===== src/hw/board_irq_defines.vh =====
// Constants for the board interrupt encoder: register indexes, fields, codes
`ifndef BOARD_IRQ_DEFINES_VH
`define BOARD_IRQ_DEFINES_VH

// ----------------------------------------------------------------------------
// Register indexes (byte address is four times the index)
// ----------------------------------------------------------------------------
`define IDX_SOURCE_STATUS    32'h0B900002
`define IDX_PCI_LINE_CTRL    32'hB9000004
`define IDX_LEVEL_MASK       32'h0B900003

// ----------------------------------------------------------------------------
// Reset values and implemented-bit masks
// ----------------------------------------------------------------------------
`define STATUS_RESET         16'h0000
`define STATUS_IMPL          16'h77FF
`define PCI_CTRL_RESET       16'h0000
`define PCI_CTRL_IMPL        16'h0707
`define LEVEL_MASK_RESET     16'h77FF
`define LEVEL_MASK_IMPL      16'h77FF
`define LEVEL_CAPABLE        16'h70FF

// ----------------------------------------------------------------------------
// Source bit positions (shared by status and level mask)
// ----------------------------------------------------------------------------
`define BIT_SC_ERROR         14
`define BIT_SC_RECEIVE       13
`define BIT_SC_TRANSMIT      12
`define BIT_USB_HOST         10
`define BIT_CARD_SLOT        9
`define BIT_GRAPHICS         8
`define BIT_EXP3             7
`define BIT_EXP2             6
`define BIT_EXP1             5
`define BIT_EXP0             4
`define BIT_USB_POWER        3
`define BIT_BOARD_MCU        2
`define BIT_UART_B           1
`define BIT_UART_A           0

// ----------------------------------------------------------------------------
// Line-control fields
// ----------------------------------------------------------------------------
`define SEL_LSB              0
`define SEL_MSB              2

// ----------------------------------------------------------------------------
// Level codes
// ----------------------------------------------------------------------------
`define CODE_EXP3            4'h1
`define CODE_SC_ERROR        4'h2
`define CODE_UART_A          4'h3
`define CODE_BOARD_MCU       4'h4
`define CODE_EXP2            4'h5
`define CODE_UART_B          4'h7
`define CODE_EXP1            4'h9
`define CODE_SC_TRANSMIT     4'hA
`define CODE_SC_RECEIVE      4'hB
`define CODE_USB_POWER       4'hC
`define CODE_EXP0            4'hD
`define CODE_IDLE            4'hF

// ----------------------------------------------------------------------------
// Line select values
// ----------------------------------------------------------------------------
`define SEL_CBA              3'h0
`define SEL_CAB              3'h1
`define SEL_BAC              3'h2
`define SEL_BCA              3'h7
`define SEL_CAB2             3'h4
`define SEL_CBA2             3'h5

`endif


===== src/hw/level_code_encoder.v =====
// Priority encoder from pending sources to the processor level code
`timescale 1ns/10ps
module level_code_encoder (
  input  wire [15:0] request,
  input  wire [15:0] mask,
  output wire [3:0]  code
);
`include "board_irq_defines.vh"

  // --------------------------------------------------------------------------
  // Highest level wins; PCI-attached sources never reach the code
  // --------------------------------------------------------------------------
  function [3:0] pick;
    input [15:0] p;
    begin
      if (p[`BIT_EXP3])              pick = `CODE_EXP3;         // see (RULE2)
      else if (p[`BIT_SC_ERROR])     pick = `CODE_SC_ERROR;     // see (RULE2)
      else if (p[`BIT_UART_A])       pick = `CODE_UART_A;       // see (RULE2)
      else if (p[`BIT_BOARD_MCU])    pick = `CODE_BOARD_MCU;    // see (RULE3)
      else if (p[`BIT_EXP2])         pick = `CODE_EXP2;         // see (RULE3)
      else if (p[`BIT_UART_B])       pick = `CODE_UART_B;       // see (RULE3)
      else if (p[`BIT_EXP1])         pick = `CODE_EXP1;         // see (RULE4)
      else if (p[`BIT_SC_TRANSMIT])  pick = `CODE_SC_TRANSMIT;  // see (RULE4)
      else if (p[`BIT_SC_RECEIVE])   pick = `CODE_SC_RECEIVE;   // see (RULE4)
      else if (p[`BIT_USB_POWER])    pick = `CODE_USB_POWER;    // see (RULE5)
      else if (p[`BIT_EXP0])         pick = `CODE_EXP0;         // see (RULE5)
      else                           pick = `CODE_IDLE;         // see (RULE21)
    end
  endfunction

  assign code = pick(request & ~mask & `LEVEL_CAPABLE);  // see (RULE19) see (RULE6)

endmodule


===== src/hw/pci_line_router.v =====
// Maps the three PCI-attached requests onto lines A, B and C
`timescale 1ns/10ps
module pci_line_router (
  input  wire       card_slot_req,
  input  wire       graphics_req,
  input  wire       usb_host_req,
  input  wire [2:0] line_select,
  input  wire [2:0] line_mask,
  output reg  [2:0] line_assert
);
`include "board_irq_defines.vh"

  wire cs;
  wire gr;
  wire uh;

  // line_mask bit 2 = USB host, bit 1 = card slot, bit 0 = graphics
  assign uh = usb_host_req  & ~line_mask[2];  // see (RULE15)
  assign cs = card_slot_req & ~line_mask[1];  // see (RULE15)
  assign gr = graphics_req  & ~line_mask[0];  // see (RULE15)

  // --------------------------------------------------------------------------
  // line_assert is {C, B, A}
  // --------------------------------------------------------------------------
  always @* begin
    case (line_select)
      `SEL_CBA:  line_assert = {uh, gr, cs};  // see (RULE16)
      `SEL_CAB:  line_assert = {gr, uh, cs};  // see (RULE16)
      `SEL_BAC:  line_assert = {uh, cs, gr};  // see (RULE17)
      `SEL_BCA:  line_assert = {gr, cs, uh};  // see (RULE17)
      `SEL_CAB2: line_assert = {cs, uh, gr};  // see (RULE18)
      `SEL_CBA2: line_assert = {cs, gr, uh};  // see (RULE18)
      default:   line_assert = 3'h0;          // see (RULE18)
    endcase
  end

endmodule


===== src/hw/board_interrupt_encoder.v =====
// Board interrupt encoder: pin sync, status, masks, level code, PCI lines, APB
//
// Summary of operation
// (RULE1) Merge board requests into one level code
// (RULE2) Expansion 3, card error, UART A codes
// (RULE3) Board MCU, expansion 2, UART B codes
// (RULE4) Expansion 1, card transmit, receive codes
// (RULE5) USB power and expansion 0 codes
// (RULE6) PCI-attached controllers drive PCI lines instead
// (RULE7) Expansion boards drive requests active low
// (RULE8) Status bits 14-12 flag card requests
// (RULE9) Status bits 10-8 flag PCI controllers
// (RULE10) Status bits 7-4 flag expansion requests
// (RULE11) Status bits 3-0 flag power, MCU, UARTs
// (RULE12) Read-only status follows sources, resets zero
// (RULE13) Overcurrent cleared through USB control register; here it clears only when the source withdraws
// (RULE14) Reserved bits read zero, ignore writes
// (RULE15) Line-control bits 10-8 mask PCI lines
// (RULE16) Select 000 and 001 routings
// (RULE17) Select 010 and 111 routings
// (RULE18) Select 100, 101 routings; others drive none
// (RULE19) Level mask register resets all ones
// (RULE20) Masked sources still set status
// (RULE21) Highest pending level wins, idle 1111
// (RULE22) Requests are levels; drop when withdrawn
`timescale 1ns/10ps
module board_interrupt_encoder (
  input  wire        core_clk,
  input  wire        rstn,
  input  wire        psel,
  input  wire        penable,
  input  wire        pwrite,
  input  wire [31:0] paddr,
  input  wire [31:0] pwdata,
  input  wire [3:0]  pstrb,
  output reg  [31:0] prdata,
  output reg         pready,
  output reg         pslverr,
  input  wire [3:0]  expansion_request_n,
  input  wire        smartcard_error_request_n,
  input  wire        smartcard_transmit_request_n,
  input  wire        smartcard_receive_request_n,
  input  wire        uart_a_request,
  input  wire        uart_b_request,
  input  wire        board_mcu_request_n,
  input  wire        usb_power_request,
  input  wire        card_slot_request_n,
  input  wire        graphics_request_n,
  input  wire        usb_host_request_n,
  output reg  [3:0]  interrupt_level_code,
  output reg         pci_line_a_n,
  output reg         pci_line_b_n,
  output reg         pci_line_c_n
);
`include "board_irq_defines.vh"

  // --------------------------------------------------------------------------
  // Address decode
  // --------------------------------------------------------------------------
  // Only the low 30 bits of each index fit a 32-bit byte address, so the
  // top bits of an index are cut before it meets the word address
  localparam [31:0] STATUS_IDX = `IDX_SOURCE_STATUS;
  localparam [31:0] LINE_IDX   = `IDX_PCI_LINE_CTRL;
  localparam [31:0] MASK_IDX   = `IDX_LEVEL_MASK;

  function [1:0] decode;
    input [31:0] a;
    begin
      if (a[1:0] != 2'h0)
        decode = 2'h0;
      else if (a[31:2] == STATUS_IDX[29:0])
        decode = 2'h1;
      else if (a[31:2] == LINE_IDX[29:0])
        decode = 2'h2;
      else if (a[31:2] == MASK_IDX[29:0])
        decode = 2'h3;
      else
        decode = 2'h0;
    end
  endfunction

  // Byte-lane merge of a 16-bit register, kept only in implemented bits
  function [15:0] merge;
    input [15:0] old;
    input [15:0] wd;
    input [1:0]  strb;
    input [15:0] impl;
    reg   [15:0] m;
    begin
      m     = {{8{strb[1]}}, {8{strb[0]}}};
      merge = ((old & ~m) | (wd & m)) & impl;
    end
  endfunction

  // --------------------------------------------------------------------------
  // Request pins, gathered in status bit order, active high
  // --------------------------------------------------------------------------
  wire [15:0] raw_req;

  assign raw_req[15]               = 1'b0;
  assign raw_req[`BIT_SC_ERROR]    = ~smartcard_error_request_n;
  assign raw_req[`BIT_SC_RECEIVE]  = ~smartcard_receive_request_n;
  assign raw_req[`BIT_SC_TRANSMIT] = ~smartcard_transmit_request_n;
  assign raw_req[11]               = 1'b0;
  assign raw_req[`BIT_USB_HOST]    = ~usb_host_request_n;
  assign raw_req[`BIT_CARD_SLOT]   = ~card_slot_request_n;
  assign raw_req[`BIT_GRAPHICS]    = ~graphics_request_n;
  assign raw_req[`BIT_EXP3]        = ~expansion_request_n[3];  // see (RULE7)
  assign raw_req[`BIT_EXP2]        = ~expansion_request_n[2];  // see (RULE7)
  assign raw_req[`BIT_EXP1]        = ~expansion_request_n[1];  // see (RULE7)
  assign raw_req[`BIT_EXP0]        = ~expansion_request_n[0];  // see (RULE7)
  assign raw_req[`BIT_USB_POWER]   = usb_power_request;
  assign raw_req[`BIT_BOARD_MCU]   = ~board_mcu_request_n;
  assign raw_req[`BIT_UART_B]      = uart_b_request;
  assign raw_req[`BIT_UART_A]      = uart_a_request;

  // --------------------------------------------------------------------------
  // Synchroniser and registers
  // --------------------------------------------------------------------------
  reg  [15:0] sync1_r;
  reg  [15:0] sync2_r;
  reg  [15:0] status_r;
  reg  [15:0] pci_ctrl_r;
  reg  [15:0] level_mask_r;
  reg  [15:0] pci_ctrl_nxt;
  reg  [15:0] level_mask_nxt;
  reg  [15:0] rdata_nxt;
  wire [1:0]  sel_reg;
  wire        setup;
  wire        commit;
  wire [3:0]  code_nxt;
  wire [2:0]  line_nxt;

  assign sel_reg = decode(paddr);
  assign setup   = psel & ~penable;
  assign commit  = psel & penable & pready;

  // Pins are asynchronous; two flops before any logic reads them
  always @(posedge core_clk) begin
    if (!rstn) begin
      sync1_r <= 16'h0000;
      sync2_r <= 16'h0000;
    end else begin
      sync1_r <= raw_req;
      sync2_r <= sync1_r;
    end
  end

  // Status mirrors the live request; no software clear exists, the source
  // must withdraw, which also covers the overcurrent bit
  always @(posedge core_clk) begin
    if (!rstn)
      status_r <= `STATUS_RESET;                   // see (RULE12)
    else
      status_r <= sync2_r & `STATUS_IMPL;          // see (RULE8) see (RULE9) see (RULE10) see (RULE11) see (RULE20) see (RULE22) see (RULE13)
  end

  // --------------------------------------------------------------------------
  // Register writes; status is read only and ignores writes
  // --------------------------------------------------------------------------
  always @* begin
    pci_ctrl_nxt   = pci_ctrl_r;
    level_mask_nxt = level_mask_r;
    if (commit && pwrite && sel_reg == 2'h2)
      pci_ctrl_nxt = merge(pci_ctrl_r, pwdata[15:0], pstrb[1:0],
                           `PCI_CTRL_IMPL);        // see (RULE14)
    if (commit && pwrite && sel_reg == 2'h3)
      level_mask_nxt = merge(level_mask_r, pwdata[15:0], pstrb[1:0],
                             `LEVEL_MASK_IMPL);    // see (RULE14)
  end

  always @(posedge core_clk) begin
    if (!rstn) begin
      pci_ctrl_r   <= `PCI_CTRL_RESET;             // see (RULE15)
      level_mask_r <= `LEVEL_MASK_RESET;           // see (RULE19)
    end else begin
      pci_ctrl_r   <= pci_ctrl_nxt;
      level_mask_r <= level_mask_nxt;
    end
  end

  // --------------------------------------------------------------------------
  // APB answer: one wait state, data captured in the setup cycle
  // --------------------------------------------------------------------------
  always @* begin
    case (sel_reg)
      2'h1:    rdata_nxt = status_r;               // see (RULE12)
      2'h2:    rdata_nxt = pci_ctrl_r;
      2'h3:    rdata_nxt = level_mask_r;
      default: rdata_nxt = 16'h0000;
    endcase
  end

  always @(posedge core_clk) begin
    if (!rstn) begin
      prdata  <= 32'h00000000;
      pready  <= 1'b0;
      pslverr <= 1'b0;
    end else begin
      if (setup)
        prdata <= {16'h0000, rdata_nxt};
      pready  <= psel & penable & ~pready;
      pslverr <= psel & penable & ~pready & (sel_reg == 2'h0);
    end
  end

  // --------------------------------------------------------------------------
  // Level code and PCI lines
  // --------------------------------------------------------------------------
  level_code_encoder u_encoder (
    .request (status_r),
    .mask    (level_mask_r),
    .code    (code_nxt)
  );

  pci_line_router u_router (
    .card_slot_req (status_r[`BIT_CARD_SLOT]),
    .graphics_req  (status_r[`BIT_GRAPHICS]),
    .usb_host_req  (status_r[`BIT_USB_HOST]),
    .line_select   (pci_ctrl_r[`SEL_MSB:`SEL_LSB]),
    .line_mask     (pci_ctrl_r[`BIT_USB_HOST:`BIT_GRAPHICS]),
    .line_assert   (line_nxt)
  );

  // Code is sourced from status and registered, so it drops one cycle after the status bit
  always @(posedge core_clk) begin
    if (!rstn) begin
      interrupt_level_code <= `CODE_IDLE;
      pci_line_a_n         <= 1'b1;
      pci_line_b_n         <= 1'b1;
      pci_line_c_n         <= 1'b1;
    end else begin
      interrupt_level_code <= code_nxt;            // see (RULE1) see (RULE21)
      pci_line_a_n         <= ~line_nxt[0];        // see (RULE6)
      pci_line_b_n         <= ~line_nxt[1];        // see (RULE6)
      pci_line_c_n         <= ~line_nxt[2];        // see (RULE6)
    end
  end

endmodule


===== config.mk =====
export PLATFORM = sky130hd
export DESIGN_NAME = board_interrupt_encoder
export DESIGN_NICKNAME = d
export VERILOG_FILES = /design/src/hw/level_code_encoder.v /design/src/hw/pci_line_router.v /design/src/hw/board_interrupt_encoder.v
export VERILOG_INCLUDE_DIRS = /design/src /design/src/hw
export SDC_FILE = /design/constraint.sdc
export NUM_CORES = 1
export LEC_CHECK = 0
export ABC_AREA = 1
export BUFFER_PORTS_ARGS = -buffer_cell sky130_fd_sc_hd__clkbuf_2
export CAP_MARGIN = 20
export CORE_MARGIN = 4
export CORE_UTILIZATION = 40
export DETAILED_ROUTE_END_ITERATION = 10
export PLACE_DENSITY = 0.72
export SYNTH_ARGS = -nofsm -noshare
export SYNTH_HDL_FRONTEND = slang
export SYNTH_SLANG_ARGS = --single-unit

===== constraint.sdc =====
create_clock -name core_clk -period 3.7 [get_ports core_clk]
set_clock_uncertainty 0.15 [all_clocks]
set_input_delay 0.555 -clock core_clk [delete_from_list [all_inputs] [get_ports core_clk]]
set_output_delay 0.555 -clock core_clk [all_outputs]
set_load 0.1 [all_outputs]

# ---- Word level (Yosys, flattened, before mapping)
# Cells that the tools add are included.
dict set report classes {
  eq_ne 11
  muxes 17
  n_bitwise 36
  n_reduce_logical 7
}
# op count
set op_table {}
lappend op_table {{30-bit by 28-bit == test with 1-bit output (second input constant)} 2}
lappend op_table {{15-bit bitwise AND} 3}
lappend op_table {{15-bit one-hot mux with 3 select lines} 1}
lappend op_table {{4-bit two-way mux} 10}
lappend op_table {{30-bit == test (second input constant)} 1}
lappend op_table {{15-bit inverter} 2}
lappend op_table {{1-bit inverter} 20}
lappend op_table {{3-bit one-hot mux with 6 select lines} 1}
lappend op_table {{15-bit OR} 1}
lappend op_table {{11-bit bitwise AND} 1}
lappend op_table {{11-bit OR} 1}
lappend op_table {{2-bit two-way mux} 5}
lappend op_table {{3-bit == test (second input constant)} 3}
lappend op_table {{1-bit bitwise AND} 8}
lappend op_table {{2-bit == test (second input constant)} 2}
lappend op_table {{3-bit by 1-bit == test with 1-bit output (second input constant)} 1}
lappend op_table {{3-bit by 2-bit == test with 1-bit output (second input constant)} 1}
lappend op_table {{1-bit logical AND} 3}
lappend op_table {{3-bit zero test} 1}
lappend op_table {{2-bit by 1-bit == test with 1-bit output (second input constant)} 1}
lappend op_table {{2-bit zero test} 1}
lappend op_table {{2-bit nonzero test} 1}
lappend op_table {{2-bit OR reduction} 1}
dict set report totals {
  ff_bits 88
}

# ---- Longest topological paths before layout
dict set report logic_depth {
  ltp_word 13
  depth_mapped 14
  ltp_nobuf 14
}

# ---- By module
# From an unflattened synthesis, not the netlist that was laid out.
dict set report hier_totals {
  cells_unflattened 560
  hier_area_um2 3861.2
}
# mod n_inst cells_per_inst area_per_inst_um2 seq_area_each_um2
set by_module_without_submodules {}
lappend by_module_without_submodules {board_interrupt_encoder 1 475 3504.6 1701.6}
lappend by_module_without_submodules {level_code_encoder 1 49 210.2 0.0}
lappend by_module_without_submodules {pci_line_router 1 36 146.4 0.0}

# ---- Worst setup path after synthesis
# Ideal clock, no wire load.
dict set report synth_timing {
  path_kind {register -> register}
  from {register pready}
  to {register with a tool-made name}
  setup_ns 0.135
  t_arrival_ns 2.122
  required_ns 3.415
  path_slack_ns 1.293
  stages_incl_launch_ff 7
  synth_period_minus_slack_ns 2.407
  cell_sequence {dfxtp_1 nand4_1 nor2_8 nand2_4 buf_6 nand2_2 o211ai_2}
}
# element line_no
set synth_rtl {}
lappend synth_rtl {{from (decl)} board_interrupt_encoder.v:37} ;# output reg pready,
lappend synth_rtl {{from (signal assigned)} board_interrupt_encoder.v:202} ;# pready <= psel & penable & ~pready;

# ---- Worst setup path after layout
dict set report layout_timing {
  from {input port paddr[8]}
  to {register prdata[14]}
}
dict set report layout_between {
  elab_chain_cells 7
}
# element line_no
set layout_lines {}
lappend layout_lines {{from (decl)} board_interrupt_encoder.v:33} ;# input wire [31:0] paddr,
lappend layout_lines {{30-bit by 28-bit == test with 1-bit output} board_interrupt_encoder.v:75} ;# else if (a[31:2] == MASK_IDX[29:0])
lappend layout_lines {{2-bit two-way mux} board_interrupt_encoder.v:75}
lappend layout_lines {{2-bit two-way mux} board_interrupt_encoder.v:73} ;# else if (a[31:2] == LINE_IDX[29:0])
lappend layout_lines {{2-bit two-way mux *} board_interrupt_encoder.v:71} ;# else if (a[31:2] == STATUS_IDX[29:0])
lappend layout_lines {{2-bit two-way mux *} board_interrupt_encoder.v:69} ;# if (a[1:0] != 2'h0)
lappend layout_lines {{2-bit == test / 2-bit by 1-bit == test with 1-bit output (equally long branches)} board_interrupt_encoder.v:186} ;# case (sel_reg)
lappend layout_lines {{15-bit one-hot mux with 3 select lines *} board_interrupt_encoder.v:186}
lappend layout_lines {{to (signal assigned)} board_interrupt_encoder.v:201} ;# prdata <= {16'h0000, rdata_nxt};
lappend layout_lines {{to (decl)} board_interrupt_encoder.v:36} ;# output reg [31:0] prdata,
# Every way passes the cells marked *; elsewhere a longest branch is shown, timed or not.
# A chain may end at the register's enable or synchronous reset.

==> flow_metrics.py <==
metrics = {
    "outcome": {
        "status": "finished, final reports clean",
    },
    "cells_and_area": {
        "layout.nets": 725,
        "layout_common_cells": "nand2_1 (126), inv_1 (89), clkbuf_2 (89)",
        "stdcell_area_um2": 4560,
        "layout-drive-gt1-share_pct": 21.0,
        "layout_commonest_cell": "nand2_1",
        "num-fill-cells": 920,
        "insertedDiodeCount": 0,
        "final_util_pct": 48.8,
        "syn_to_final_growth_pct": 17.5,
    },
    "logic_synthesis": {
        "netlist_instances": 555,
        "yosysWarningCount": 0,
        "ys_top_cells_by_area": "dfxtp_1 (44%), nand2_1 (12%), inv_1 (8.6%)",
        "netlist.area_leader.share_pct": 43.9,
        "syn_area_per_cell_um2": 6.98,
        "synth_seq_area_share_pct": 43.9,
        "ys_ff_latch": 85,
        "yosys.area.top_type": "dfxtp_1",
        "syn_area_um2": 3880,
        "synth_cell_types": 30,
    },
    "timing": {
        "timing.setup.tns_ps": 0,
        "slew_headroom_pct": 60.3,
        "setup_viol": 0,
        "tightest_slew_ps": 595,
        "fin_crit_ps": 2050,
        "final_hold_viol_count": 0,
        "fin_crit_sh_pct": 55.4,
        "rsz0062_at_grt": "false",
        "fmax_ghz": 0.488,
        "hold_slack_ps": 183,
        "report.final.slew_viol_count": 0,
    },
    "cts": {
        "clkTransAtPathRegs_ps": 100,
        "cts_hold_buffers": 0,
        "clock_latency_ps": 360,
        "post_cts_resize_count": 0,
        "cts_max_level": 3,
        "cts-root-buf": "clkbuf_8",
        "cts_setup_buffers": 0,
        "clock_path_buffers": 2,
        "tritoncts": "built",
        "cts_buffers": 9,
        "cts_sinks": 85,
    },
    "power_and_ir_drop": {
        "power_frac_seq_pct": 49.9,
        "cellLeakagePower_nw": 2.46,
        "clkPwrFrac_pct": 36.4,
        "powerDensity_nw_per_um2": 417,
        "swShare_pct": 30.6,
        "peakVddDrop_mv": 0.253,
        "p_comb_share_pct": 13.7,
        "power_mw": 1.90,
        "internal-power_mw": 1.32,
        "p_sw_uw": 581,
    },
    "worst_setup_path": {
        "cp.required_ps": 3800,
        "crit_chain": "clkbuf_2 -> inv_1 -> nand2_1 -> nor2_1 -> nand2_1 -> nor2_1 -> nand2_1 -> nand2_1 -> nand2_1 -> nand3_1 -> nand3_1 -> o211ai_1 -> inv_1",
        "setup.worst_path.start_class": "primary input",
        "slowest_stage": "nand2_1",
        "critical_path.max_fanout": 13,
        "cp_slowest_stage_delay_ps": 300,
        "path_common_cell": "nand2_1",
        "cp-end-kind": "flip-flop",
        "path_class": "primary input to flip-flop",
        "worstPathArrival_ps": 2150,
    },
    "routing": {
        "avgViaCountPerCell": 4.51,
        "wl_per_cell_um": 11.1,
        "firstDrtPassIters": 5,
        "route.detailed.drc": 0,
        "drt-initial-drc-count": 246,
        "vias": 3479,
        "totalWireLength_mm": 8.59,
        "ant_nets": 0,
    },
    "floorplan": {
        "die_w_um": 106,
        "pin_count": 128,
        "core_area_um2": 9330,
        "start_util_pct": 41.6,
        "dieHeight_um": 106,
        "std_cell_rows": 35,
        "dieArea_um2": 11300,
    },
    "global_route": {
        "grt_util_all_layers_pct": 15.3,
        "antenna_found_initial": 0,
        "grt_pass1_vias": 3254,
        "grt-ovfl-total": 0,
        "grt_max_degree": 63,
        "grt_pass1_wl_mm": 14.3,
    },
    "placed_design": {
        "io_buffers": 89,
        "gp_congestion": 0.831,
        "place_area_um2": 4350,
        "dp_hpwl_mm": 6.67,
    },
    "hold_path": {
        "hold_class": "primary input to flip-flop",
    },
    "job": {
        "maxCapViolations": 0,
    },
}
## cells in the mapped netlist
library cell	n
dfxtp_1	85
inv_2	4
nor2_4	2
inv_1	89
clkbuf_1	12
clkinv_1	1
o21ai_0	15
nor4_1	1
nor2_2	5
buf_4	19
nor3_2	2
o211ai_2	3
nand3_4	1
nor3_1	1
nand2_2	7
nand3_1	48
o211ai_1	5
conb_1	1
nand2_4	2
nand4_1	20
nor2_8	1
nand2_1	126
buf_2	5
a21oi_1	21
nand3b_1	1
o221ai_1	1
a31oi_1	2
o41ai_1	1
nor2_1	73
buf_6	1
## routing by layer
layer  GRT usage (%)  vias up  share of wire, %  wire length (um)
met3            3.58       17               7.3               630
li1                -     1857                 -                 -
met2            25.9      112                47              4020
met5               0        -                 0                 0
met4            7.03        0               2.0               172
met1            18.5     1493                44              3770
## metrics by stage
stage	setup slack, ps	cells
final	1650	772
after global routing	1390	772
after CTS	1660	772
after detailed placement	1280	756
after global placement	1320	756
after floorplan	1290	572
## critical path, delay by kind of cell
kind,cells,cell delay [ps]
AND/OR/NAND/NOR,9,1320
buffers and inverters,3,200
AO/OA/AOI/OAI,1,80
## cell families after synthesis
| logic type | synth area share, % |
|---|---|
| other cells | 0.0967 |
| flops | 43.9 |
| buf+inv | 14.9 |
| compound gates | 7.36 |
| simple gates | 33.8 |
## power by group through the flow
stage | clock, mW | combinational (mW) | sequential, mW
after floorplan | 0 | 0.160 | 1.02
after global placement | 0 | 0.257 | 0.971
after detailed placement | 0 | 0.260 | 0.971
after CTS | 0.707 | 0.261 | 0.950
after global routing | 0.740 | 0.281 | 0.953
final | 0.692 | 0.261 | 0.949
## path summary, 6_finish.rpt
path                                             start  cells after the start  slack [ps]            to
worst min register to register             sync2_r[12]                      2         260  status_r[12]
worst max-delay path                          paddr[8]                     13        1650    prdata[14]
worst min-delay path            expansion_request_n[2]                      2         180    sync1_r[6]
worst max register to register                  pready                      5        1810     flip-flop
## cell type report
cell class | instances | area (um2) | area share [%]
Multi-Input combinational cell | 356 | 1660 | 36.5
Inverter | 94 | 353 | 7.75
Tap cell | 129 | 161 | 3.54
Clock buffer | 9 | 124 | 2.72
Clock inverter | 7 | 86.3 | 1.90
Sequential cell | 85 | 1700 | 37.4
Timing Repair Buffer | 92 | 468 | 10.3
Power figures use the tool's default switching activity.
